==> src/erase_resp_pkg.sv <==
// Constants and types shared by the chip-erase responder and its testbench
package erase_resp_pkg;
    // ************************************************************
    // Widths and sizes
    // ************************************************************
    localparam int DATA_W     = 8;
    localparam int FIFO_W     = 9;   // Byte plus reception-error flag
    localparam int FIFO_DEPTH = 16;
    localparam int PW_BYTES   = 12;

    typedef logic [PW_BYTES-1:0][DATA_W-1:0] pw_t;

    // ************************************************************
    // Command and answer bytes
    // ************************************************************
    localparam logic [7:0] CMD_CHIP_ERASE = 8'h40;
    localparam logic [7:0] CMD_ERASE_EN   = 8'h54;
    localparam logic [7:0] ACK_OK         = 8'h40;
    localparam logic [7:0] ACK_BAD        = 8'h41;
    localparam logic [7:0] ACK_COMM       = 8'h48;
    localparam logic [7:0] ACK_EN_BAD     = 8'h51;
    localparam logic [7:0] ACK_EN_COMM    = 8'h58;
    localparam logic [7:0] RES_DONE       = 8'h4F;
    localparam logic [7:0] RES_BLANK      = 8'h4C;
    localparam logic [7:0] RES_ABORT      = 8'h47;
    localparam logic [7:0] ERASED_BYTE    = 8'hFF;
    localparam logic [3:0] NIB_BAD        = 4'h1;
    localparam logic [3:0] NIB_COMM       = 4'h8;

    // ************************************************************
    // Reset value, last password index and states
    // ************************************************************
    localparam logic [3:0] RST_CMD_HI = 4'h0;
    localparam logic [3:0] PW_LAST    = 4'hB;

    typedef enum logic [4:0] {
        ST_IDLE  = 5'b00001,
        ST_PW    = 5'b00010,
        ST_CSUM  = 5'b00100,
        ST_EN    = 5'b01000,
        ST_ERASE = 5'b10000
    } resp_state_e;
endpackage

==> src/byte_fifo.sv <==
// Synchronous FIFO with registered full and empty flags
`timescale 1ns/10ps
module byte_fifo #(
    parameter int WIDTH = 9,
    parameter int DEPTH = 16
) (
    input  wire logic             clk_i,
    input  wire logic             rst_n_i,
    input  wire logic             in_valid_i,
    input  wire logic [WIDTH-1:0] in_data_i,
    output logic                  in_ready_o,
    output logic                  out_valid_o,
    output logic      [WIDTH-1:0] out_data_o,
    input  wire logic             out_ready_i
);
    localparam int PW = $clog2(DEPTH);
    localparam int CW = $clog2(DEPTH + 1);
    localparam logic [CW-1:0] FULL_CNT = CW'(DEPTH);

    logic [WIDTH-1:0] mem [DEPTH];
    logic [PW-1:0]    wr_ptr, next_wr_ptr;
    logic [PW-1:0]    rd_ptr, next_rd_ptr;
    logic [CW-1:0]    count,  next_count;
    logic             do_wr, do_rd;

    assign do_wr      = in_valid_i && in_ready_o;
    assign do_rd      = out_valid_o && out_ready_i;
    assign out_data_o = mem[rd_ptr];

    // Pointer and occupancy update; depth must be a power of two
    always_comb begin
        next_wr_ptr = do_wr ? wr_ptr + 1'b1 : wr_ptr;
        next_rd_ptr = do_rd ? rd_ptr + 1'b1 : rd_ptr;
        case ({do_wr, do_rd})
            2'b10:   next_count = count + 1'b1;
            2'b01:   next_count = count - 1'b1;
            default: next_count = count;
        endcase
    end

    // Flags are registered from the next count so ports leave a flop
    always_ff @(posedge clk_i or negedge rst_n_i) begin
        if (!rst_n_i) begin
            wr_ptr      <= '0;
            rd_ptr      <= '0;
            count       <= '0;
            in_ready_o  <= 1'b1;
            out_valid_o <= 1'b0;
        end else begin
            wr_ptr      <= next_wr_ptr;
            rd_ptr      <= next_rd_ptr;
            count       <= next_count;
            in_ready_o  <= next_count != FULL_CNT;
            out_valid_o <= next_count != '0;
        end
    end

    // Storage array, written without reset
    always_ff @(posedge clk_i) begin
        if (do_wr) begin
            mem[wr_ptr] <= in_data_i;
        end
    end
endmodule // byte_fifo

==> src/erase_responder.sv <==
// Boot serial responder for the chip-erase command exchange
// What this block does
// Checksum byte comms error answers 48, idle
// Checksum mismatch answers 41, back to idle
// No password needed: answer 40, continue
// Password mismatch answers 41, back to idle
// Password match answers 40, await next byte
// Host then sends erase-enable byte 54
// Erase-enable comms error answers 58, idle
// Wrong erase-enable byte answers 51, idle
// Correct enable echoes 54, starts erase
// Erase completed sends result byte 4F
// Blank check failure sends result 4C
// Aborted erase sends 47, back to idle
// Erased flash uses FF as password
// Host loads routines at RAM 0x2000_0400 upward; no routine download is modelled here
// Command 40 echoed; X1 unknown, X8 error
// Host sends twelve password bytes, checksum
// Error answer high nibble repeats previous command
// Checksum and password check are replaceable
// Erase engine: start out, three outcomes in
`timescale 1ns/10ps
module erase_responder (
    input  wire logic                     clk_i,
    input  wire logic                     rst_n_i,
    input  wire logic                     rx_valid_i,
    input  wire logic [7:0]               rx_data_i,
    input  wire logic                     rx_err_i,
    output logic                          rx_ready_o,
    output logic                          tx_valid_o,
    output logic      [7:0]               tx_data_o,
    input  wire logic                     tx_ready_i,
    input  wire logic                     pw_required_i,
    input  wire logic                     flash_erased_i,
    input  wire erase_resp_pkg::pw_t      stored_pw_i,
    output logic                          erase_start_o,
    input  wire logic                     erase_done_i,
    input  wire logic                     erase_blank_fail_i,
    input  wire logic                     erase_abort_i,
    output logic                          busy_o
);
    import erase_resp_pkg::*;

    // ************************************************************
    // Replaceable check functions
    // ************************************************************
    // checksum check point
    // Sum of all password bytes plus the checksum byte must wrap to zero
    function automatic logic csum_ok_f(input pw_t b, input logic [7:0] s);
        logic [7:0] acc;
        acc = s;
        for (int i = 0; i < PW_BYTES; i++) begin
            acc = acc + b[i];
        end
        return acc == 8'h00;
    endfunction

    // password check point
    function automatic logic pw_match_f(input pw_t rx, input pw_t ref_pw);
        return rx == ref_pw;
    endfunction

    // ************************************************************
    // Receive FIFO
    // ************************************************************
    logic              f_valid;
    logic              f_ready;
    logic [FIFO_W-1:0] f_word;
    logic [7:0]        f_data;
    logic              f_err;

    byte_fifo #(
        .WIDTH (FIFO_W),
        .DEPTH (FIFO_DEPTH)
    ) u_rx_fifo (
        .clk_i       (clk_i),
        .rst_n_i     (rst_n_i),
        .in_valid_i  (rx_valid_i),
        .in_data_i   ({rx_err_i, rx_data_i}),
        .in_ready_o  (rx_ready_o),
        .out_valid_o (f_valid),
        .out_data_o  (f_word),
        .out_ready_i (f_ready)
    );

    assign f_data = f_word[7:0];
    assign f_err  = f_word[8];

    // ************************************************************
    // Exchange sequencer
    // ************************************************************
    resp_state_e state, next_state;
    pw_t         pw_buf;
    pw_t         pw_ref;
    logic [3:0]  cnt, next_cnt;
    logic [3:0]  cmd_hi, next_cmd_hi;
    logic        pw_err, next_pw_err;
    logic        next_tx_valid;
    logic [7:0]  next_tx_data;
    logic        next_start;
    logic        pw_we;
    logic        take;
    logic        eng_ok;

    // A byte is taken only when the answer register is free, so a slow
    // host stalls the FIFO and finally the serial receiver
    assign take    = f_valid && !tx_valid_o && state != ST_ERASE;
    assign f_ready = take;
    assign eng_ok  = !tx_valid_o && !erase_start_o;

    // erased flash password
    assign pw_ref = flash_erased_i ? {PW_BYTES{ERASED_BYTE}} : stored_pw_i;

    // Next state and answer byte
    always_comb begin
        next_state    = state;
        next_cnt      = cnt;
        next_cmd_hi   = cmd_hi;
        next_pw_err   = pw_err;
        next_tx_valid = tx_valid_o && !tx_ready_i;
        next_tx_data  = tx_data_o;
        next_start    = 1'b0;
        pw_we         = 1'b0;
        case (state)
            ST_IDLE: begin
                if (take) begin
                    next_tx_valid = 1'b1;
                    // command byte check
                    if (f_err) begin
                        // stale nibble kept
                        next_tx_data = {cmd_hi, NIB_COMM};
                    end else if (f_data != CMD_CHIP_ERASE) begin
                        next_cmd_hi  = f_data[7:4];
                        next_tx_data = {cmd_hi, NIB_BAD};
                    end else begin
                        next_cmd_hi  = f_data[7:4];
                        next_tx_data = CMD_CHIP_ERASE;
                        next_state   = ST_PW;
                        next_cnt     = '0;
                        next_pw_err  = 1'b0;
                    end
                end
            end
            ST_PW: begin
                // twelve password bytes
                if (take) begin
                    pw_we       = 1'b1;
                    next_pw_err = pw_err || f_err;
                    next_cnt    = cnt + 1'b1;
                    if (cnt == PW_LAST) begin
                        next_state = ST_CSUM;
                    end
                end
            end
            ST_CSUM: begin
                if (take) begin
                    next_tx_valid = 1'b1;
                    next_state    = ST_IDLE;
                    // comms error answer
                    if (f_err || pw_err) begin
                        next_tx_data = ACK_COMM;
                    // checksum mismatch
                    end else if (!csum_ok_f(pw_buf, f_data)) begin
                        next_tx_data = ACK_BAD;
                    // password not required
                    end else if (!pw_required_i) begin
                        next_tx_data = ACK_OK;
                        next_state   = ST_EN;
                    // password mismatch
                    end else if (!pw_match_f(pw_buf, pw_ref)) begin
                        next_tx_data = ACK_BAD;
                    // password accepted
                    end else begin
                        next_tx_data = ACK_OK;
                        next_state   = ST_EN;
                    end
                end
            end
            ST_EN: begin
                if (take) begin
                    next_tx_valid = 1'b1;
                    next_state    = ST_IDLE;
                    // enable comms error
                    if (f_err) begin
                        next_tx_data = ACK_EN_COMM;
                    // wrong enable byte
                    end else if (f_data != CMD_ERASE_EN) begin
                        next_tx_data = ACK_EN_BAD;
                    // echo and start erase
                    end else begin
                        next_tx_data = CMD_ERASE_EN;
                        next_start   = 1'b1;
                        next_state   = ST_ERASE;
                    end
                end
            end
            ST_ERASE: begin
                // engine outcome mapping
                if (eng_ok && (erase_abort_i || erase_blank_fail_i || erase_done_i)) begin
                    next_tx_valid = 1'b1;
                    next_state    = ST_IDLE;
                    // abort wins over the rest
                    if (erase_abort_i) begin
                        next_tx_data = RES_ABORT;
                    // blank check failure
                    end else if (erase_blank_fail_i) begin
                        next_tx_data = RES_BLANK;
                    // clean completion
                    end else begin
                        next_tx_data = RES_DONE;
                    end
                end
            end
            default: begin
                next_state = ST_IDLE;
            end
        endcase
    end

    // Sequencer registers
    always_ff @(posedge clk_i or negedge rst_n_i) begin
        if (!rst_n_i) begin
            state         <= ST_IDLE;
            cnt           <= '0;
            cmd_hi        <= RST_CMD_HI;
            pw_err        <= 1'b0;
            tx_valid_o    <= 1'b0;
            tx_data_o     <= '0;
            erase_start_o <= 1'b0;
            busy_o        <= 1'b0;
        end else begin
            state         <= next_state;
            cnt           <= next_cnt;
            cmd_hi        <= next_cmd_hi;
            pw_err        <= next_pw_err;
            tx_valid_o    <= next_tx_valid;
            tx_data_o     <= next_tx_data;
            erase_start_o <= next_start;
            busy_o        <= next_state != ST_IDLE;
        end
    end

    // Password bytes, first received in index 0
    always_ff @(posedge clk_i or negedge rst_n_i) begin
        if (!rst_n_i) begin
            pw_buf <= '0;
        end else if (pw_we) begin
            pw_buf[cnt] <= f_data;
        end
    end

    logic tk_cmd, tk_csum, tk_en, csum_good;
    assign tk_cmd    = take && state == ST_IDLE;
    assign tk_csum   = take && state == ST_CSUM;
    assign tk_en     = take && state == ST_EN;
    assign csum_good = tk_csum && !f_err && !pw_err && csum_ok_f(pw_buf, f_data);
endmodule // erase_responder

==> config.mk <==
export PLATFORM = sky130hd
export DESIGN_NAME = erase_responder
export DESIGN_NICKNAME = d
export VERILOG_FILES = /design/src/erase_resp_pkg.sv /design/src/byte_fifo.sv /design/src/erase_responder.sv
export SDC_FILE = /design/constraint.sdc
export NUM_CORES = 1
export LEC_CHECK = 0
export BUFFER_PORTS_ARGS = -buffer_cell sky130_fd_sc_hd__buf_2
export CORE_MARGIN = 10
export CORE_UTILIZATION = 45
export DETAILED_ROUTE_END_ITERATION = 12
export PLACE_DENSITY = 0.64
export SLEW_MARGIN = 15
export SYNTH_ARGS = -nofsm -noshare
export SYNTH_HDL_FRONTEND = slang
export SYNTH_SLANG_ARGS = --single-unit
==> constraint.sdc <==
create_clock -name clk_i -period 6 [get_ports clk_i]
set_clock_uncertainty 0.2 [all_clocks]
set_input_delay 0.9 -clock clk_i [delete_from_list [all_inputs] [get_ports clk_i]]
set_output_delay 0.9 -clock clk_i [all_outputs]
set_load 0.005 [all_outputs]
Word-level counts from Yosys, hierarchy flattened
Memory sizes are Yosys's and may differ from the RTL's. Cells that the tools add are included.

Bits in registers: 136. Memory bits (writable): 144. Input bits: 114. Output and inout bits: 12. Logic and storage cells: 145. Memories kept: 1.

Memories: u_rx_fifo.mem (depth 16, width 9, rd ports 1, clocked after memory_dff 0, wr ports 1, RTL line byte_fifo.sv:20) `logic [WIDTH-1:0] mem [DEPTH];`.

$add $sub $neg: 17. Magnitude comparators: 2. Equality and inequality tests: 21. Muxes and demuxes: 56. Bitwise operators: 1. Reduce and logical (&&, ||, !) cells: 22.

Operator list (count): $add 8x8->8 (12); $bwmux 96 (1); $eq 96x96->1 (1); $mux 96 (1); $mux 8 (7); $mux 5 (10); $mux 4 (11); $demux 8 s4 (1); $pmux 8 s4 (1); $pmux 5 s5 (1); $mux 1 (17); $ne 8x7->1 const B (2); $add 4x1->4 const B (3); $ne 5x5->1 const B (2); $pmux 5 s2 (1); $reduce_and 5->1 (2); $logic_and 1x1->1 (8); $logic_not 8->1 (1); $ne 2x1->1 const B (4); $pmux 4 s2 (1); $ne 2x2->1 const B (3); $add 5x1->5 const B (1); $eq 5x1->1 const B (1); $eq 5x2->1 const B (1); 21 further kinds (26).

Logic depth before layout (Yosys ltp)
An unclocked memory read counts as a cell.

Depth in word-level cells: 19. Gate-level depth with buffers: 23.

Modules after synthesis
Synthesis repeated with hierarchy kept, for this count alone.

Cell total of the unflattened synthesis: 1197. Area, all modules: 15637.5 um^2.

Modules (own cells, without submodules): erase_responder (times used 1, cells an instance 899, area an instance 9242.6 um^2, seq. area each 3029.2 um^2); byte_fifo (times used 1, cells an instance 298, area an instance 6394.9 um^2, seq. area each 4700.8 um^2).

Worst setup path after synthesis
No wires, ideal clock.

Path type: register to register. From: reg u_rx_fifo.rd_ptr[0]. To: reg tx_data_o[0]. Arrival time: 5.933 ns. Data required time: 5.676 ns. Setup slack: -0.256 ns. Cell stages (with the launch flop): 22. Buffers on the path: 4. Clock period less this slack: 6.256 ns. Path through: dfrtp_1 -> buf_6 -> buf_2 -> buf_4 -> mux4_2 -> a22oi_1 -> nand2_1 -> inv_1 -> clkbuf_1 -> fa_1 -> fa_1 -> fa_1 -> fa_1 -> inv_1 -> ha_1 -> inv_1 -> fa_1 -> nor4b_1 -> o21ai_0 -> nor4_1 -> a21boi_0 -> o31a_1.

Cells in the longest elaborated chain, start to end: 18. Elaborated cells between the ends (all ways): 27.

Ends and longest elaborated chain: start: declaration (RTL line byte_fifo.sv:22) `logic [PW-1:0] rd_ptr, next_rd_ptr;`; start signal: assignment (RTL line byte_fifo.sv:51) `rd_ptr <= next_rd_ptr;`; $mem_v2 16x9 (*); $add 8x8->8 (12 in a row); $logic_not 8->1; $mux 1 (RTL line erase_responder.sv:163) `end else if (!csum_ok_f(pw_buf, f_data)) begin`; $mux 4 (RTL line erase_responder.sv:160) `if (f_err || pw_err) begin`; $mux 8 (RTL line erase_responder.sv:156) `if (take) begin`; $pmux 8 s4 (*) (RTL line erase_responder.sv:124) `case (state)`; end signal: assignment (RTL line erase_responder.sv:237) `tx_data_o <= next_tx_data;`; end: declaration (RTL line erase_responder.sv:31) `output logic [7:0] tx_data_o,`.

Every way passes the cells marked *; elsewhere a longest branch is shown, timed or not. The select of a mux whose other input is x is not followed. A chain may end at the register's enable or synchronous reset.

Final worst setup path
Ends and elaborated chain as after synthesis.

==> results.py <==
metrics = {
    "yosys": {
        "yosys.area_share.adder": 0.111,
        "synth-compound-area-share": 0.0920,
        "async_reset_ff_frac": 0.486,
        "syn-num-nets": 1450,
        "synth_xor_area_frac": 0.0470,
        "yosysUniqueCellTypes": 69,
        "synth_simple_gate_area_frac": 0.101,
        "syn_avg_cell_area_um2": 12.4,
        "ys_seq_area_frac": 0.502,
        "yosysWarnings": 0,
        "synth-edff-count": 144,
        "synth_top_family_by_area": "adder cells",
        "synth.area.mux_share": 0.109,
        "synth_area_um2": 15400,
        "synth-seq-cells": 280,
        "syn_inst": 1242,
        "ys.flop_type": "edfxtp_1",
    },
    "global_route": {
        "grt_first_pass_wirelength_um": 64100,
        "grt_pass1_vias": 10800,
        "grt_max_degree": 83,
        "antenna_found_initial": 0,
        "grt_usage": 0.197,
        "grt-ovfl-total": 0,
    },
    "detailed_routing": {
        "via_per_inst": 5.65,
        "ant_nets": 0,
        "drc_errors": 0,
        "wl_per_cell_um": 22.4,
        "firstDrtPassIters": 5,
        "routed_wl_um": 41300,
        "vias": 10400,
        "first_iter_violations": 680,
    },
    "sta": {
        "hold_viol": 0,
        "drv_slew": 0,
        "fin_ws_ns": 0.114,
        "max_clock_freq_mhz": 170,
        "relSlewSlack": 0.140,
        "min_period_ns": 5.89,
        "setup_viol": 0,
        "tightestPinTransition_ns": 1.27,
        "fin_crit_sh": 0.981,
        "whs_ns": 0.185,
        "setup_tns_ns": 0,
    },
    "cts": {
        "cts_tree": "done",
        "clkTransAtPathRegs_ns": 0.06,
        "clockRootBuffer": "clkbuf_16",
        "clkLatencyLatePin_ns": 0.57,
        "htree_levels": 1,
        "clockBufferDepth": 3,
        "cts_buffers": 30,
        "cts.sinks": 280,
    },
    "critical_path": {
        "worstPathArrival_ns": 6.14,
        "rr_worst_depth": 19,
        "worstSetupEndpointType": "register",
        "reg2reg_to": "tx_data_o[0]",
        "cp_max_fo": 6,
        "path_class": "reg -> reg",
        "crit_path_start_kind": "register",
        "required_ns": 6.25,
        "timing.rr.start": "u_rx_fifo.rd_ptr[0]",
        "r2r_slack_ns": 0.11,
    },
    "placement": {
        "place_worst_setup_slack_ns": -0.260,
        "place_hpwl_um": 30600,
        "dp_cells": 1783,
        "portBuffers": 125,
        "gp_congestion": 0.870,
        "placed_area_um2": 16600,
    },
    "floorplanning": {
        "fp.coreArea_um2": 33600,
        "die_h_um": 205,
        "start_util": 0.458,
        "rows": 67,
        "dieWidth_um": 205,
        "dieArea_um2": 42000,
        "io_pins": 126,
    },
    "min_path": {
        "hold_class": "in -> async",
    },
    "power": {
        "ir_drop_uv": 281,
        "p_per_area_nw_per_um2": 372,
        "p_leak_nw": 6.99,
    },
    "layout": {
        "final_area_um2": 17800,
        "final_layout_size_suffix_gt1_frac": 0.247,
        "stdcell_count": 1847,
        "diodes": 0,
        "synthToLayoutAreaGrowth_pct": 15.8,
        "nNetsFinal": 1583,
    },
    "run": {
        "cap_violations": 0,
    },
    "outcome": {
        "status": "completed",
    },
}
[cells in the final DEF, fill, tap and decap left out, types with 6 or more instances in the layout]
| cell | n |
|---|---|
| o41ai_1 | 11 |
| a22oi_2 | 9 |
| clkinv_1 | 6 |
| mux4_2 | 33 |
| xor2_1 | 32 |
| a32oi_1 | 12 |
| nor4bb_1 | 11 |
| nor2_1 | 47 |
| nor2b_1 | 7 |
| fa_1 | 68 |
| a31oi_1 | 13 |
| o22ai_1 | 18 |
| dfrtp_1 | 133 |
| nor3_1 | 43 |
| nor4_1 | 11 |
| xnor2_1 | 46 |
| buf_2 | 123 |
| nand4_1 | 12 |
| nand3_1 | 19 |
| a21o_1 | 14 |
| edfxtp_1 | 144 |
| nand2_1 | 100 |
| nand2b_1 | 8 |
| mux2_2 | 72 |
| clkbuf_16 | 30 |
| clkbuf_1 | 9 |
| buf_4 | 24 |
| a21oi_1 | 58 |
| ha_1 | 22 |
| o21ai_0 | 54 |
| inv_1 | 89 |
| a22oi_1 | 7 |
[power breakdown]
| part | switching, mW | total [mW] | internal (mW) | leakage, nW |
|---|---|---|---|---|
| clock network | 0.769 | 1.88 | 1.11 | 0.481 |
| logic | 1.40 | 2.40 | 1.01 | 3.37 |
| registers | 0.110 | 2.34 | 2.23 | 3.14 |
[state kept, by name (all words and copies together), names as in the netlist]
register,flops
u_rx_fifo.mem,144
pw_buf,96
tx_data_o,8
state,5
u_rx_fifo.count,5
cmd_hi,4
cnt,4
u_rx_fifo.rd_ptr,4
u_rx_fifo.wr_ptr,4
busy_o,1
erase_start_o,1
pw_err,1
tx_valid_o,1
u_rx_fifo.in_ready_o,1
u_rx_fifo.out_valid_o,1
[critical path, cell delays in order, from the launching register on]
cell and delay (ns):
dfrtp_4 0.50, buf_12 0.15, buf_16 0.14, mux4_2 0.41, a22oi_1 0.19, nand2_1 0.12
inv_2 0.09, fa_1 0.41, fa_1 0.49, fa_1 0.52, fa_1 0.56, inv_1 0.05
ha_1 0.27, a21o_1 0.19, a21oi_2 0.17, mux2_2 0.38, nor4_4 0.36, buf_4 0.19
a21boi_2 0.05, o31a_1 0.32
[metal layers]
metal  vias up  global-route usage  wire (um)
met2       273               0.337      20800
met1      5297               0.255      17300
met5         -                   0          0
li1       4800                   -          -
met3        61              0.0280       2040
met4         0              0.0622       1230
[what timing repair did]
| item | 4_1_cts | 5_1_grt |
|---|---|---|
| hold buffers | 0 | 0 |
| buffers inserted | 3 | 5 |
| setup endpoints to repair | 4 | 4 |
| gates resized for setup | 5 | 37 |
| pin swaps | 1 | 14 |
[worst max-delay path by stage]
stage,depth (start not counted),endpoint,start
final,19,tx_data_o[0],u_rx_fifo.rd_ptr[0]
after global routing,21,tx_data_o[0],u_rx_fifo.rd_ptr[0]
after CTS,21,tx_data_o[0],u_rx_fifo.rd_ptr[0]
after detailed placement,19,tx_data_o[0],u_rx_fifo.rd_ptr[0]
after global placement,19,tx_data_o[0],u_rx_fifo.rd_ptr[0]
after floorplan,21,tx_data_o[0],u_rx_fifo.rd_ptr[0]
[cell usage after synthesis, types with 38 or more instances]
cell	number	share of area
xnor2_1	48	0.027
inv_1	93	0.023
o21ai_0	57	0.019
a21oi_1	59	0.019
nor2_1	48	0.012
dfrtp_1	134	0.22
clkbuf_1	38	0.0093
nor3_1	47	0.015
nand2_1	102	0.025
edfxtp_1	144	0.28
mux2_2	72	0.053
fa_1	70	0.091
[per-stage QoR]
stage | power (mW) | utilization
after floorplan | 3.78 | -
after global placement | 4.51 | 0.493
after detailed placement | 4.57 | 0.493
after CTS | 6.49 | 0.524
after global routing | 6.98 | 0.530
final | 6.62 | 0.530
[final cells by class]
cell class | count | area [um2]
Fill cell | 2873 | 15800
Sequential cell | 280 | 7730
Multi-Input combinational cell | 815 | 7220
Timing Repair Buffer | 155 | 941
Clock buffer | 40 | 798
Tap cell | 448 | 561
Inverter | 93 | 349
Clock inverter | 16 | 204
[cell families (layout without fill, tap and decap cells)]
group / after synthesis / in the layout
mux: 111 / 111
fa+ha+maj: 94 / 94
compound gates: 226 / 226
simple gates: 303 / 303
xor+xnor: 81 / 81
buf+inv: 147 / 304
flops: 280 / 280
No activity file was read; power rests on OpenSTA's default activity.
